==> config.mk <==
export PLATFORM = sky130hd
export DESIGN_NAME = gpc_port_top
export DESIGN_NICKNAME = d
export VERILOG_FILES = /design/src/gpc_pkg.sv /design/src/gpc_cfg_if.sv /design/src/gpc_sync.sv /design/src/gpc_pin_cell.sv /design/src/gpc_port_top.sv
export SDC_FILE = /design/constraint.sdc
export NUM_CORES = 1
export LEC_CHECK = 0
export ABC_AREA = 0
export BUFFER_PORTS_ARGS = -buffer_cell sky130_fd_sc_hd__buf_2
export CAP_MARGIN = 20
export CORE_MARGIN = 4
export CORE_UTILIZATION = 55
export CTS_CLUSTER_DIAMETER = 200
export DETAILED_ROUTE_END_ITERATION = 8
export PLACE_DENSITY = 0.79
export SETUP_SLACK_MARGIN = 0.05
export SKIP_CTS_REPAIR_TIMING = 1
export SYNTH_ARGS = -nofsm -noshare
export SYNTH_HDL_FRONTEND = slang
export SYNTH_SLANG_ARGS = --single-unit
==> constraint.sdc <==
create_clock -name clk_in -period 2.25 [get_ports clk_in]
set_input_delay 0.45 -clock clk_in [delete_from_list [all_inputs] [get_ports clk_in]]
set_output_delay 0.45 -clock clk_in [all_outputs]
set_load 0.01 [all_outputs]
==> src/gpc_pkg.sv <==
// package: register offsets, reset values and pin mode encodings for the port block
package gpc_pkg;
  // register offsets on the software port
  localparam logic [7:0] GPC_OFS_PA_VALUE = 8'hc0;
  localparam logic [7:0] GPC_OFS_PB_VALUE = 8'hc1;
  localparam logic [7:0] GPC_OFS_PC_VALUE = 8'hc2;
  localparam logic [7:0] GPC_OFS_PA_DIR = 8'hc4;
  localparam logic [7:0] GPC_OFS_PB_DIR = 8'hc5;
  localparam logic [7:0] GPC_OFS_PC_DIR = 8'hc6;
  localparam logic [7:0] GPC_OFS_PA_OPT = 8'hcc;
  localparam logic [7:0] GPC_OFS_PB_OPT = 8'hcd;
  localparam logic [7:0] GPC_OFS_PC_OPT = 8'hce;
  localparam logic [7:0] GPC_OFS_MISC = 8'hdd;
  // reset values: all cleared, input with pull-up
  localparam logic [7:0] GPC_RST_PORT = 8'h00;
  localparam logic [7:0] GPC_RST_MISC = 8'h00;
  // field positions
  localparam int GPC_MISC_SERIAL_OUT_PIN_BIT = 0;
  localparam int GPC_PB_PWM_BIT = 7;
  localparam int GPC_PB_TIN_BIT = 6;
  localparam int GPC_PC_SIN_BIT = 2;
  localparam int GPC_PC_SERIAL_OUT_PIN_BIT = 3;
  localparam int GPC_PC_SCK_BIT = 4;
  localparam int GPC_NPORTS = 3;
  // per-pin mode from direction, option, data
  typedef enum logic [2:0]
  {
    GPC_IN_PULLUP = 3'h0,
    GPC_IN_FLOAT = 3'h1,
    GPC_IN_IRQ = 3'h2,
    GPC_IN_ANALOG = 3'h3,
    GPC_OUT_OD = 3'h4,
    GPC_OUT_PP = 3'h5
  } gpc_mode_t;
endpackage : gpc_pkg

==> src/gpc_cfg_if.sv <==
// interface: one port's configuration and its pin-side results
`timescale 1ns/1ps
interface gpc_cfg_if;
  logic [7:0] dir;
  logic [7:0] opt;
  logic [7:0] val;
  logic [7:0] sync_pin;
  logic [7:0] pull_en;
  logic [7:0] irq_en;
  logic [7:0] analog_en;
  logic [7:0] out_drv;
  logic [7:0] out_oe;
  modport ctl (output dir, opt, val, input sync_pin, pull_en, irq_en, analog_en, out_drv, out_oe);
  modport pin (input dir, opt, val, output sync_pin, pull_en, irq_en, analog_en, out_drv, out_oe);
endinterface : gpc_cfg_if

==> src/gpc_sync.sv <==
// two-stage synchroniser for a byte of pin levels
`timescale 1ns/1ps
module gpc_sync
  import gpc_pkg::*;
(
  // clock and reset
  input wire logic clk_in,
  input wire logic srst_in,
  // raw and synchronised levels
  input wire logic [7:0] raw_in,
  output logic [7:0] sync_out
);
  logic [7:0] st1_reg;
  logic [7:0] st1_next;
  logic [7:0] st2_reg;
  logic [7:0] st2_next;

  // first stage feeds only the second
  always_comb
  begin
    st1_next = raw_in;
    st2_next = st1_reg;
  end

  always_ff @(posedge clk_in)
  begin
    if (srst_in)
    begin
      st1_reg <= GPC_RST_PORT;
      st2_reg <= GPC_RST_PORT;
    end
    else
    begin
      st1_reg <= st1_next;
      st2_reg <= st2_next;
    end
  end

  assign sync_out = st2_reg;
endmodule : gpc_sync

==> src/gpc_pin_cell.sv <==
// pin cell: decodes each pin's mode and drives pull-up, interrupt, analog and output controls
`timescale 1ns/1ps
module gpc_pin_cell
  import gpc_pkg::*;
(
  // clock and reset
  input wire logic clk_in,
  input wire logic srst_in,
  // raw pad levels
  input wire logic [7:0] pad_in,
  // configuration side
  gpc_cfg_if.pin cfg
);
  logic [7:0] pull_reg;
  logic [7:0] pull_next;
  logic [7:0] irq_reg;
  logic [7:0] irq_next;
  logic [7:0] ana_reg;
  logic [7:0] ana_next;
  logic [7:0] drv_reg;
  logic [7:0] drv_next;
  logic [7:0] oe_reg;
  logic [7:0] oe_next;

  // decoding shared by every bit
  function automatic gpc_mode_t mode_of(input logic d, input logic o, input logic v);
    gpc_mode_t m;
    m = GPC_IN_PULLUP;
    if (d)
      m = o ? GPC_OUT_PP : GPC_OUT_OD;
    else
      m = gpc_mode_t'({1'b0, o, v});
    return m;
  endfunction : mode_of

  gpc_sync u_sync
  (
    .clk_in(clk_in),
    .srst_in(srst_in),
    .raw_in(pad_in),
    .sync_out(cfg.sync_pin)
  );

  // per-bit control decode
  always_comb
  begin
    pull_next = '0;
    irq_next = '0;
    ana_next = '0;
    drv_next = '0;
    oe_next = '0;
    for (int i = 0; i < 8; i++)
    begin
      case (mode_of(cfg.dir[i], cfg.opt[i], cfg.val[i]))
        GPC_IN_PULLUP: pull_next[i] = 1'b1;
        GPC_IN_FLOAT: pull_next[i] = 1'b0;
        GPC_IN_IRQ:
        begin
          pull_next[i] = 1'b1;
          irq_next[i] = 1'b1;
        end
        GPC_IN_ANALOG: ana_next[i] = 1'b1;
        GPC_OUT_OD: oe_next[i] = ~cfg.val[i];
        GPC_OUT_PP: oe_next[i] = 1'b1;
        default: pull_next[i] = 1'b1;
      endcase
      drv_next[i] = cfg.dir[i] & cfg.val[i];
    end
  end

  always_ff @(posedge clk_in)
  begin
    if (srst_in)
    begin
      pull_reg <= '1;
      irq_reg <= '0;
      ana_reg <= '0;
      drv_reg <= '0;
      oe_reg <= '0;
    end
    else
    begin
      pull_reg <= pull_next;
      irq_reg <= irq_next;
      ana_reg <= ana_next;
      drv_reg <= drv_next;
      oe_reg <= oe_next;
    end
  end

  assign cfg.pull_en = pull_reg;
  assign cfg.irq_en = irq_reg;
  assign cfg.analog_en = ana_reg;
  assign cfg.out_drv = drv_reg;
  assign cfg.out_oe = oe_reg;
endmodule : gpc_pin_cell

==> src/gpc_port_top.sv <==
// top: three byte ports, their registers and the timer and serial alternate functions
//
// What this block does
// - dir 0, opt 0: input; data 0 pull-up, data 1 floating, no interrupt.
// - dir 0, opt 1: data 0 interrupt input with pull-up, data 1 analog.
// - dir 1: drive latched data; opt 0 open-drain, opt 1 push-pull.
// - interrupt-capable inputs feed the interrupt system; trigger chosen elsewhere.
// - analog inputs route through the multiplexer to the converter.
// - data reads return live pin level for inputs; writes always update latch.
// - pwm enable high makes port B bit 7 drive the pwm waveform.
// - port B bit 6 always feeds the reload-timer input.
// - port C bits 2 and 4 are plain I/O while clock-drive select is low.
// - port C bit 2 as input feeds the serial shift input.
// - misc bit 0 makes port C bit 3 the push-pull serial output.
// - port C bit 4 push-pull with clock-drive select drives the master clock.
// - port C bit 4 input with select clear supplies slave clock, stays readable.
// - reset clears all port registers: inputs with pull-up, no interrupt.
`timescale 1ns/1ps
module gpc_port_top
  import gpc_pkg::*;
(
  // clock and reset
  input wire logic clk_in,
  input wire logic srst_in,
  // software register port
  input wire logic [7:0] addr_in,
  input wire logic [7:0] wdata_in,
  input wire logic wr_in,
  input wire logic rd_in,
  output logic [7:0] rdata_out,
  // pads of ports A, B, C
  input wire logic [7:0] pa_pad_in,
  input wire logic [7:0] pb_pad_in,
  input wire logic [7:0] pc_pad_in,
  output logic [7:0] pa_drv_out,
  output logic [7:0] pa_oe_out,
  output logic [7:0] pa_pull_out,
  output logic [7:0] pb_drv_out,
  output logic [7:0] pb_oe_out,
  output logic [7:0] pb_pull_out,
  output logic [7:0] pc_drv_out,
  output logic [7:0] pc_oe_out,
  output logic [7:0] pc_pull_out,
  // interrupt and analog routing
  output logic [7:0] pa_irq_level_out,
  output logic [7:0] pb_irq_level_out,
  output logic [7:0] pc_irq_level_out,
  output logic [23:0] analog_sel_out,
  // reload timer alternate functions
  input wire logic pwm_pin_enable_in,
  input wire logic reload_timer_pwm_in,
  output logic reload_timer_in_pin_out,
  // serial alternate functions
  input wire logic serial_clock_drive_sel_in,
  input wire logic serial_data_in,
  input wire logic serial_master_clk_in,
  output logic serial_shift_in_out,
  output logic serial_slave_clk_out
);
  logic [7:0] dir_reg [GPC_NPORTS];
  logic [7:0] dir_next [GPC_NPORTS];
  logic [7:0] opt_reg [GPC_NPORTS];
  logic [7:0] opt_next [GPC_NPORTS];
  logic [7:0] val_reg [GPC_NPORTS];
  logic [7:0] val_next [GPC_NPORTS];
  logic [7:0] misc_control_reg;
  logic [7:0] misc_control_next;
  logic [7:0] rdata_reg;
  logic [7:0] rdata_next;
  logic [7:0] pad [GPC_NPORTS];
  logic [7:0] live [GPC_NPORTS];
  logic [7:0] pull [GPC_NPORTS];
  logic [7:0] irq [GPC_NPORTS];
  logic [7:0] ana [GPC_NPORTS];
  logic [7:0] drv [GPC_NPORTS];
  logic [7:0] oe [GPC_NPORTS];

  // output bits read back the latch, input bits the synchronised pad
  function automatic logic [7:0] readback(input logic [7:0] d, input logic [7:0] v, input logic [7:0] l);
    return (d & v) | (~d & l);
  endfunction : readback

  assign pad[0] = pa_pad_in;
  assign pad[1] = pb_pad_in;
  assign pad[2] = pc_pad_in;

  // one pin cell per port
  genvar g;
  generate
    for (g = 0; g < GPC_NPORTS; g++)
    begin : g_port
      gpc_cfg_if cfg_if ();
      assign cfg_if.dir = dir_reg[g];
      assign cfg_if.opt = opt_reg[g];
      assign cfg_if.val = val_reg[g];
      assign live[g] = cfg_if.sync_pin;
      assign pull[g] = cfg_if.pull_en;
      assign irq[g] = cfg_if.irq_en;
      assign ana[g] = cfg_if.analog_en;
      assign drv[g] = cfg_if.out_drv;
      assign oe[g] = cfg_if.out_oe;
      gpc_pin_cell u_cell
      (
        .clk_in(clk_in),
        .srst_in(srst_in),
        .pad_in(pad[g]),
        .cfg(cfg_if.pin)
      );
    end
  endgenerate

  // register writes; unmapped addresses leave every register alone
  always_comb
  begin
    for (int p = 0; p < GPC_NPORTS; p++)
    begin
      dir_next[p] = dir_reg[p];
      opt_next[p] = opt_reg[p];
      val_next[p] = val_reg[p];
    end
    misc_control_next = misc_control_reg;
    if (wr_in)
    begin
      case (addr_in)
        // write always lands in the latch
        GPC_OFS_PA_VALUE: val_next[0] = wdata_in;
        GPC_OFS_PB_VALUE: val_next[1] = wdata_in;
        GPC_OFS_PC_VALUE: val_next[2] = wdata_in;
        GPC_OFS_PA_DIR: dir_next[0] = wdata_in;
        GPC_OFS_PB_DIR: dir_next[1] = wdata_in;
        GPC_OFS_PC_DIR: dir_next[2] = wdata_in;
        GPC_OFS_PA_OPT: opt_next[0] = wdata_in;
        GPC_OFS_PB_OPT: opt_next[1] = wdata_in;
        GPC_OFS_PC_OPT: opt_next[2] = wdata_in;
        GPC_OFS_MISC: misc_control_next = wdata_in;
        default: misc_control_next = misc_control_reg;
      endcase
    end
  end

  // read path: data only in the cycle after the strobe, zero otherwise
  always_comb
  begin
    rdata_next = 8'h00;
    if (rd_in)
    begin
      case (addr_in)
        GPC_OFS_PA_VALUE: rdata_next = readback(dir_reg[0], val_reg[0], live[0]);
        GPC_OFS_PB_VALUE: rdata_next = readback(dir_reg[1], val_reg[1], live[1]);
        GPC_OFS_PC_VALUE: rdata_next = readback(dir_reg[2], val_reg[2], live[2]);
        GPC_OFS_PA_DIR: rdata_next = dir_reg[0];
        GPC_OFS_PB_DIR: rdata_next = dir_reg[1];
        GPC_OFS_PC_DIR: rdata_next = dir_reg[2];
        GPC_OFS_PA_OPT: rdata_next = opt_reg[0];
        GPC_OFS_PB_OPT: rdata_next = opt_reg[1];
        GPC_OFS_PC_OPT: rdata_next = opt_reg[2];
        GPC_OFS_MISC: rdata_next = misc_control_reg;
        default: rdata_next = 8'h00; // unmapped reads as zero
      endcase
    end
  end

  always_ff @(posedge clk_in)
  begin
    if (srst_in)
    begin
      for (int p = 0; p < GPC_NPORTS; p++)
      begin
        dir_reg[p] <= GPC_RST_PORT;
        opt_reg[p] <= GPC_RST_PORT;
        val_reg[p] <= GPC_RST_PORT;
      end
      misc_control_reg <= GPC_RST_MISC;
    end
    else
    begin
      for (int p = 0; p < GPC_NPORTS; p++)
      begin
        dir_reg[p] <= dir_next[p];
        opt_reg[p] <= opt_next[p];
        val_reg[p] <= val_next[p];
      end
      misc_control_reg <= misc_control_next;
    end
  end

  // read data register, cleared by reset
  always_ff @(posedge clk_in)
  begin
    if (srst_in)
      rdata_reg <= 8'h00;
    else
      rdata_reg <= rdata_next;
  end

  assign rdata_out = rdata_reg;

  // interrupt-capable inputs carry their live level
  assign pa_irq_level_out = irq[0] & live[0];
  assign pb_irq_level_out = irq[1] & live[1];
  assign pc_irq_level_out = irq[2] & live[2];
  // analog select lines to the converter mux; one at a time is software's duty
  assign analog_sel_out = {ana[2], ana[1], ana[0]};

  // port A has no alternate function
  assign pa_drv_out = drv[0];
  assign pa_oe_out = oe[0];
  assign pa_pull_out = pull[0];

  // port B with pwm override on bit 7; override is combinational so the waveform is not delayed
  always_comb
  begin
    pb_drv_out = drv[1];
    pb_oe_out = oe[1];
    pb_pull_out = pull[1];
    if (pwm_pin_enable_in)
    begin
      pb_drv_out[GPC_PB_PWM_BIT] = reload_timer_pwm_in;
      pb_oe_out[GPC_PB_PWM_BIT] = 1'b1;
      pb_pull_out[GPC_PB_PWM_BIT] = 1'b0;
    end
  end
  // bit 6 always feeds timer input
  assign reload_timer_in_pin_out = live[1][GPC_PB_TIN_BIT];

  // port C with serial overrides
  always_comb
  begin
    pc_drv_out = drv[2];
    pc_oe_out = oe[2];
    pc_pull_out = pull[2];
    if (misc_control_reg[GPC_MISC_SERIAL_OUT_PIN_BIT])
    begin
      pc_drv_out[GPC_PC_SERIAL_OUT_PIN_BIT] = serial_data_in;
      pc_oe_out[GPC_PC_SERIAL_OUT_PIN_BIT] = 1'b1;
      pc_pull_out[GPC_PC_SERIAL_OUT_PIN_BIT] = 1'b0;
    end
    // master clock on push-pull bit 4
    if (serial_clock_drive_sel_in && dir_reg[2][GPC_PC_SCK_BIT] && opt_reg[2][GPC_PC_SCK_BIT])
    begin
      pc_drv_out[GPC_PC_SCK_BIT] = serial_master_clk_in;
      pc_oe_out[GPC_PC_SCK_BIT] = 1'b1;
    end
  end

  // bit 2 input feeds shift register
  assign serial_shift_in_out = ~dir_reg[2][GPC_PC_SIN_BIT] & live[2][GPC_PC_SIN_BIT];
  // slave clock from input bit 4
  assign serial_slave_clk_out = ~dir_reg[2][GPC_PC_SCK_BIT] & ~serial_clock_drive_sel_in
                                & live[2][GPC_PC_SCK_BIT];
endmodule : gpc_port_top

Yosys cells after proc, flatten, opt, wreduce, memory -nomap -nowiden

Memory sizes are Yosys's and may differ from the RTL's.
Index checks and enable logic that the tools add are counted.

Bits in registers: 184
Latch bits: 0
Bits in writable memories: 72
ROM bits: 0
Input bits: 49
Memories kept: 3

Add/subtract/negate cells: 0
Multipliers: 0
Div/mod/pow operators: 0
Magnitude comparators: 0
Equality and inequality tests: 130
Shift-type cells: 0
Mux-type cells: 177
Bitwise operators: 79
Reduce and logical (&&, ||, !) cells: 28

Memories:

| name    | depth | bits a word | read ports | clocked after Yosys merged registers in | wr ports | RTL line           | text |
|---|---|---|---|---|---|---|---|
| dir_reg | 3     | 8           | 3          | 0                                       | 3        | gpc_port_top.sv:60 | `logic [7:0] dir_reg [GPC_NPORTS];` |
| opt_reg | 3     | 8           | 3          | 0                                       | 3        | gpc_port_top.sv:62 | `logic [7:0] opt_reg [GPC_NPORTS];` |
| val_reg | 3     | 8           | 3          | 0                                       | 3        | gpc_port_top.sv:64 | `logic [7:0] val_reg [GPC_NPORTS];` |

Operator list:

| operator             | number |
|---|---|
| $eq A3 B2 Y1 const B | 48 |
| $eq A3 B3 Y1 const B | 48 |
| $mux W8              | 18 |
| $mux W1              | 107 |
| $reduce_or A4 Y1     | 24 |
| $eq A8 B8 Y1 const B | 10 |
| $pmux W8 S10         | 1 |
| $and A8 B8 Y8        | 9 |
| $eq A3 B1 Y1 const B | 24 |
| $mux W24             | 3 |
| $mux W3              | 24 |
| $pmux W1 S2          | 24 |
| $not A1 Y1           | 28 |
| $and A1 B1 Y1        | 27 |
| $not A8 Y8           | 3 |
| $or A8 B8 Y8         | 3 |
| $or A1 B1 Y1         | 9 |
| $logic_and A1 B1 Y1  | 2 |
| $reduce_and A2 Y1    | 1 |
| $reduce_or A2 Y1     | 1 |

Depth between registers and ports, before layout

An unclocked memory read counts as a cell.

Depth after elaboration: 6
Depth in mapped cells: 7

By module

A second synthesis with hierarchy kept.

Cell total of the unflattened synthesis: 880
Area, all modules: 9459.1 um^2

By module, submodules not included:

| module       | instances | cells each | area each (um^2) | sequential area each (um^2) |
|---|---|---|---|---|
| gpc_port_top | 1         | 505        | 4365.4           | 1761.7 |
| gpc_pin_cell | 3         | 92         | 1233.7           | 800.8 |
| gpc_sync     | 3         | 33         | 464.2            | 320.3 |

Least setup slack after synthesis

Ideal clock, no wire load.

Path type: input to register
Start point: in addr_in[4]
End point: mem val_reg[1][7], in the netlist val_reg[0][15]
Setup time: 0.128 ns
Arrival time: 1.634 ns
Required time: 2.122 ns
Setup slack: 0.489 ns
Stages: 6
Path buffers: 2
Path through: buf_2 -> or3_1 -> or3_1 -> buf_6 -> mux2i_1 -> nor2_1

RTL lines:

| item            | RTL line           | text |
|---|---|---|
| start, declared | gpc_port_top.sv:26 | `input wire logic [7:0] addr_in,` |
| end, declared   | gpc_port_top.sv:64 |  |

==> results.md <==
- Startpoint types: register
- Yosys top cell by area: dfxtp_1
- Initial core utilization: 56.0%
- Prevailing post-synth register cell: dfxtp_1
- H-tree level count: 1
- DP HPWL: 16.0 mm
- RSZ-0062 raised after global routing: false
- Vias in the first global route: 6495
- Drt first pass iters: 5
- CTS tree: yes
- Die width: 141 um
- Worst-Skew Late Latency: 520 ps
- Average wire per standard cell: 18.2 um
- R2R depth: 4
- Clock slew at the register clock pins of the worst setup and hold paths: 70 ps
- Critical-path maximum fanout: 6
- Synth warn: 0
- Critical Path RT: 1800 ps
- Synth Cell Area: 9680 sq um
- Min-Delay Path Depth: 2
- Hold Crit Class: in -> reg
- P_leak: 5.17 nW
- Die height: 141 um
- Max Cap Viol: 0
- Post-synth cell types: 51
- Core footprint: 17300 sq um
- Worst Path Class, Setup: reg -> out
- Fillers: 1345
- Detailed Route WL: 23.0 mm
- Most frequent cells in the layout: dfxtp_1 (255), buf_2 (178), mux2i_1 (94)
- Routed Antenna Nets: 0
- Initial antenna violation count: 1
- Congestion Overflow GR: 0
- Worst reg2reg startpoint: dir_reg[0][18]
- IO Port Bufs: 179
- Area growth, synth to finish: 17.1%
- Min-Delay Endpoint: g_port[1].u_cell.u_sync.st1_reg[0]
- Largest net degree at the start of global routing: 141
- Gr busiest metal: met2
- Met3 global-route usage: 4.48%
- Drt via density: 5.39
- Worst setup EP type: output port
- Slew Limit Fails: 0
- Number of flops mapped to enable cells by yosys: 0
- Area contributors post-synth: dfxtp_1 (53%), mux2i_1 (9.7%), nor2b_1 (5.0%)
- Worst reg2reg path endpoint: rdata_out[2]
- Register bit total from synthesis: 256
- Flop2flop setup slack: 680 ps
- Total Nets Final: 1069
- Crit path time final: 2020 ps
- Clk buf depth: 3
- CTS Sinks: 256
- Setup violators final: 0
- Global routing usage on met2: 35.8%
- Register area: 5130 sq um
- Cts bufs inserted: 25
- Layout cells sized above 1: 26.0%
- Ports: 180
- Setup TNS: 0 ps
- Post-synthesis cell count: 902
- Multi-input logic area: 3960 sq um
- Setup Skew: 20.2 ps
- FFs w/ async S/R, synth: 0%
- Max frequency: 495 MHz
- Via count: 6812
- Count of final hold-check violations: 0
- Row count: 48
- Gr usage total: 22.6%
- Antenna cells: 0
- Worst slew pin tran: 538 ps
- Mean Syn Cell Area: 10.7 sq um
- Max_slew headroom: 64.1%
- Final Wtd Congestion: 0.915
- Full die area: 19800 sq um
- Routing usage on met1: 32.0%
- Yosys top cell area share: 52.9%
- Power consumption: 0.00938 W
- Mapped Nets: 951
- Peak supply drop: 0.584 mV
- Global-route wire length before repair: 36.3 mm
- Register area share after synthesis: 52.9%
- Drt drc: 0
- Initial DRC Count: 446
- PwrDens: 827 nW/um^2
- Outcome: finished, final reports clean
- Most common cell after layout, fill and taps aside: dfxtp_1
- Tcrit/Tclk final: 89.7%
- Critical path arrival: 1570 ps
- Hold Startpoint: pb_pad_in[0]
- Clock Root Buffer: clkbuf_16
-- final cells by class --
class                   count  share of cell area (%)
inverters                   1                  0.0331
clock buffers              31                    6.07
well taps                 225                    2.48
flip-flops and latches    256                    45.2
repair buffers            200                    9.45
clock inverters            15                    1.88
multi-input cells         536                    34.9
-- synthesized netlist by cell type (all sizes together) (2+ instances only) --
cell / instances
o21ai: 2
or3: 3
nor3b: 29
nand2b: 4
and2: 25
nor2: 74
o22a: 4
dfxtp: 256
a31oi: 7
nor4b: 25
and4: 4
nand3: 15
nor2b: 78
nor4bb: 24
a2bb2oi: 4
nand4: 3
nor3: 5
a21oi: 10
clkbuf: 53
o211ai: 7
and3b: 25
o21bai: 24
o2bb2ai: 6
or2: 2
a22oi: 12
mux2i: 94
buf: 56
nor4: 2
a221oi: 3
mux2: 11
nand3b: 2
nand2: 21
-- report_power, final --
group          internal [W]  total, W  switching (W)
Combinational      0.000118  0.000316       0.000197
Sequential          0.00457   0.00459      0.0000177
Clock               0.00275   0.00447        0.00172
Total               0.00744   0.00938        0.00194
-- layer usage --
metal	vias to the layer above	part of all wire (%)
met1	3211	46
li1	3343	-
met2	216	45
met4	2	2.0
met5	-	0.057
met3	40	6.9
-- logic make-up (layout without fill, tap and decap cells) --
group	count (synthesis)	after routing	share of synthesized area [%]
AOI/OAI and AO/OA	85	85	6.50
buffers and inverters	110	247	6.20
DFF	256	256	52.9
muxes	105	105	11.0
and+or+nand+nor	346	346	23.4
-- worst max-delay path, stage by stage (launching register included) --
cell,delay [ps]
dfxtp_1,470
nand3_1,150
mux2_2,290
buf_2,140
-- worst max-delay path by stage --
stage / startpoint / endpoint / slack [ps] / cells after the start
after floorplan: addr_in[4] / val_reg[0][15] / 490 / 6
after global placement: addr_in[3] / val_reg[0][15] / 220 / 5
after detailed placement: addr_in[3] / val_reg[0][10] / 200 / 5
after CTS: dir_reg[0][20] / pc_drv_out[4] / 110 / 3
after global routing: opt_reg[0][20] / pc_drv_out[4] / 150 / 3
final: opt_reg[0][20] / pc_drv_out[4] / 230 / 3
-- through the flow --
stage | utilization (%) | setup slack [ps] | hold WS [ps] | area (sq um) | instances
2_1_floorplan | - | 489 | 414 | 9680 | 902
3_3_place_gp | 60.4 | 217 | 419 | 10400 | 1218
3_5_place_dp | 60.4 | 199 | 420 | 10400 | 1218
4_1_cts | 65.6 | 111 | 126 | 11300 | 1264
5_1_grt | 65.6 | 149 | 136 | 11300 | 1264
6_report | 65.6 | 231 | 128 | 11300 | 1264
Note: power is estimated with default switching activity, not from simulation.
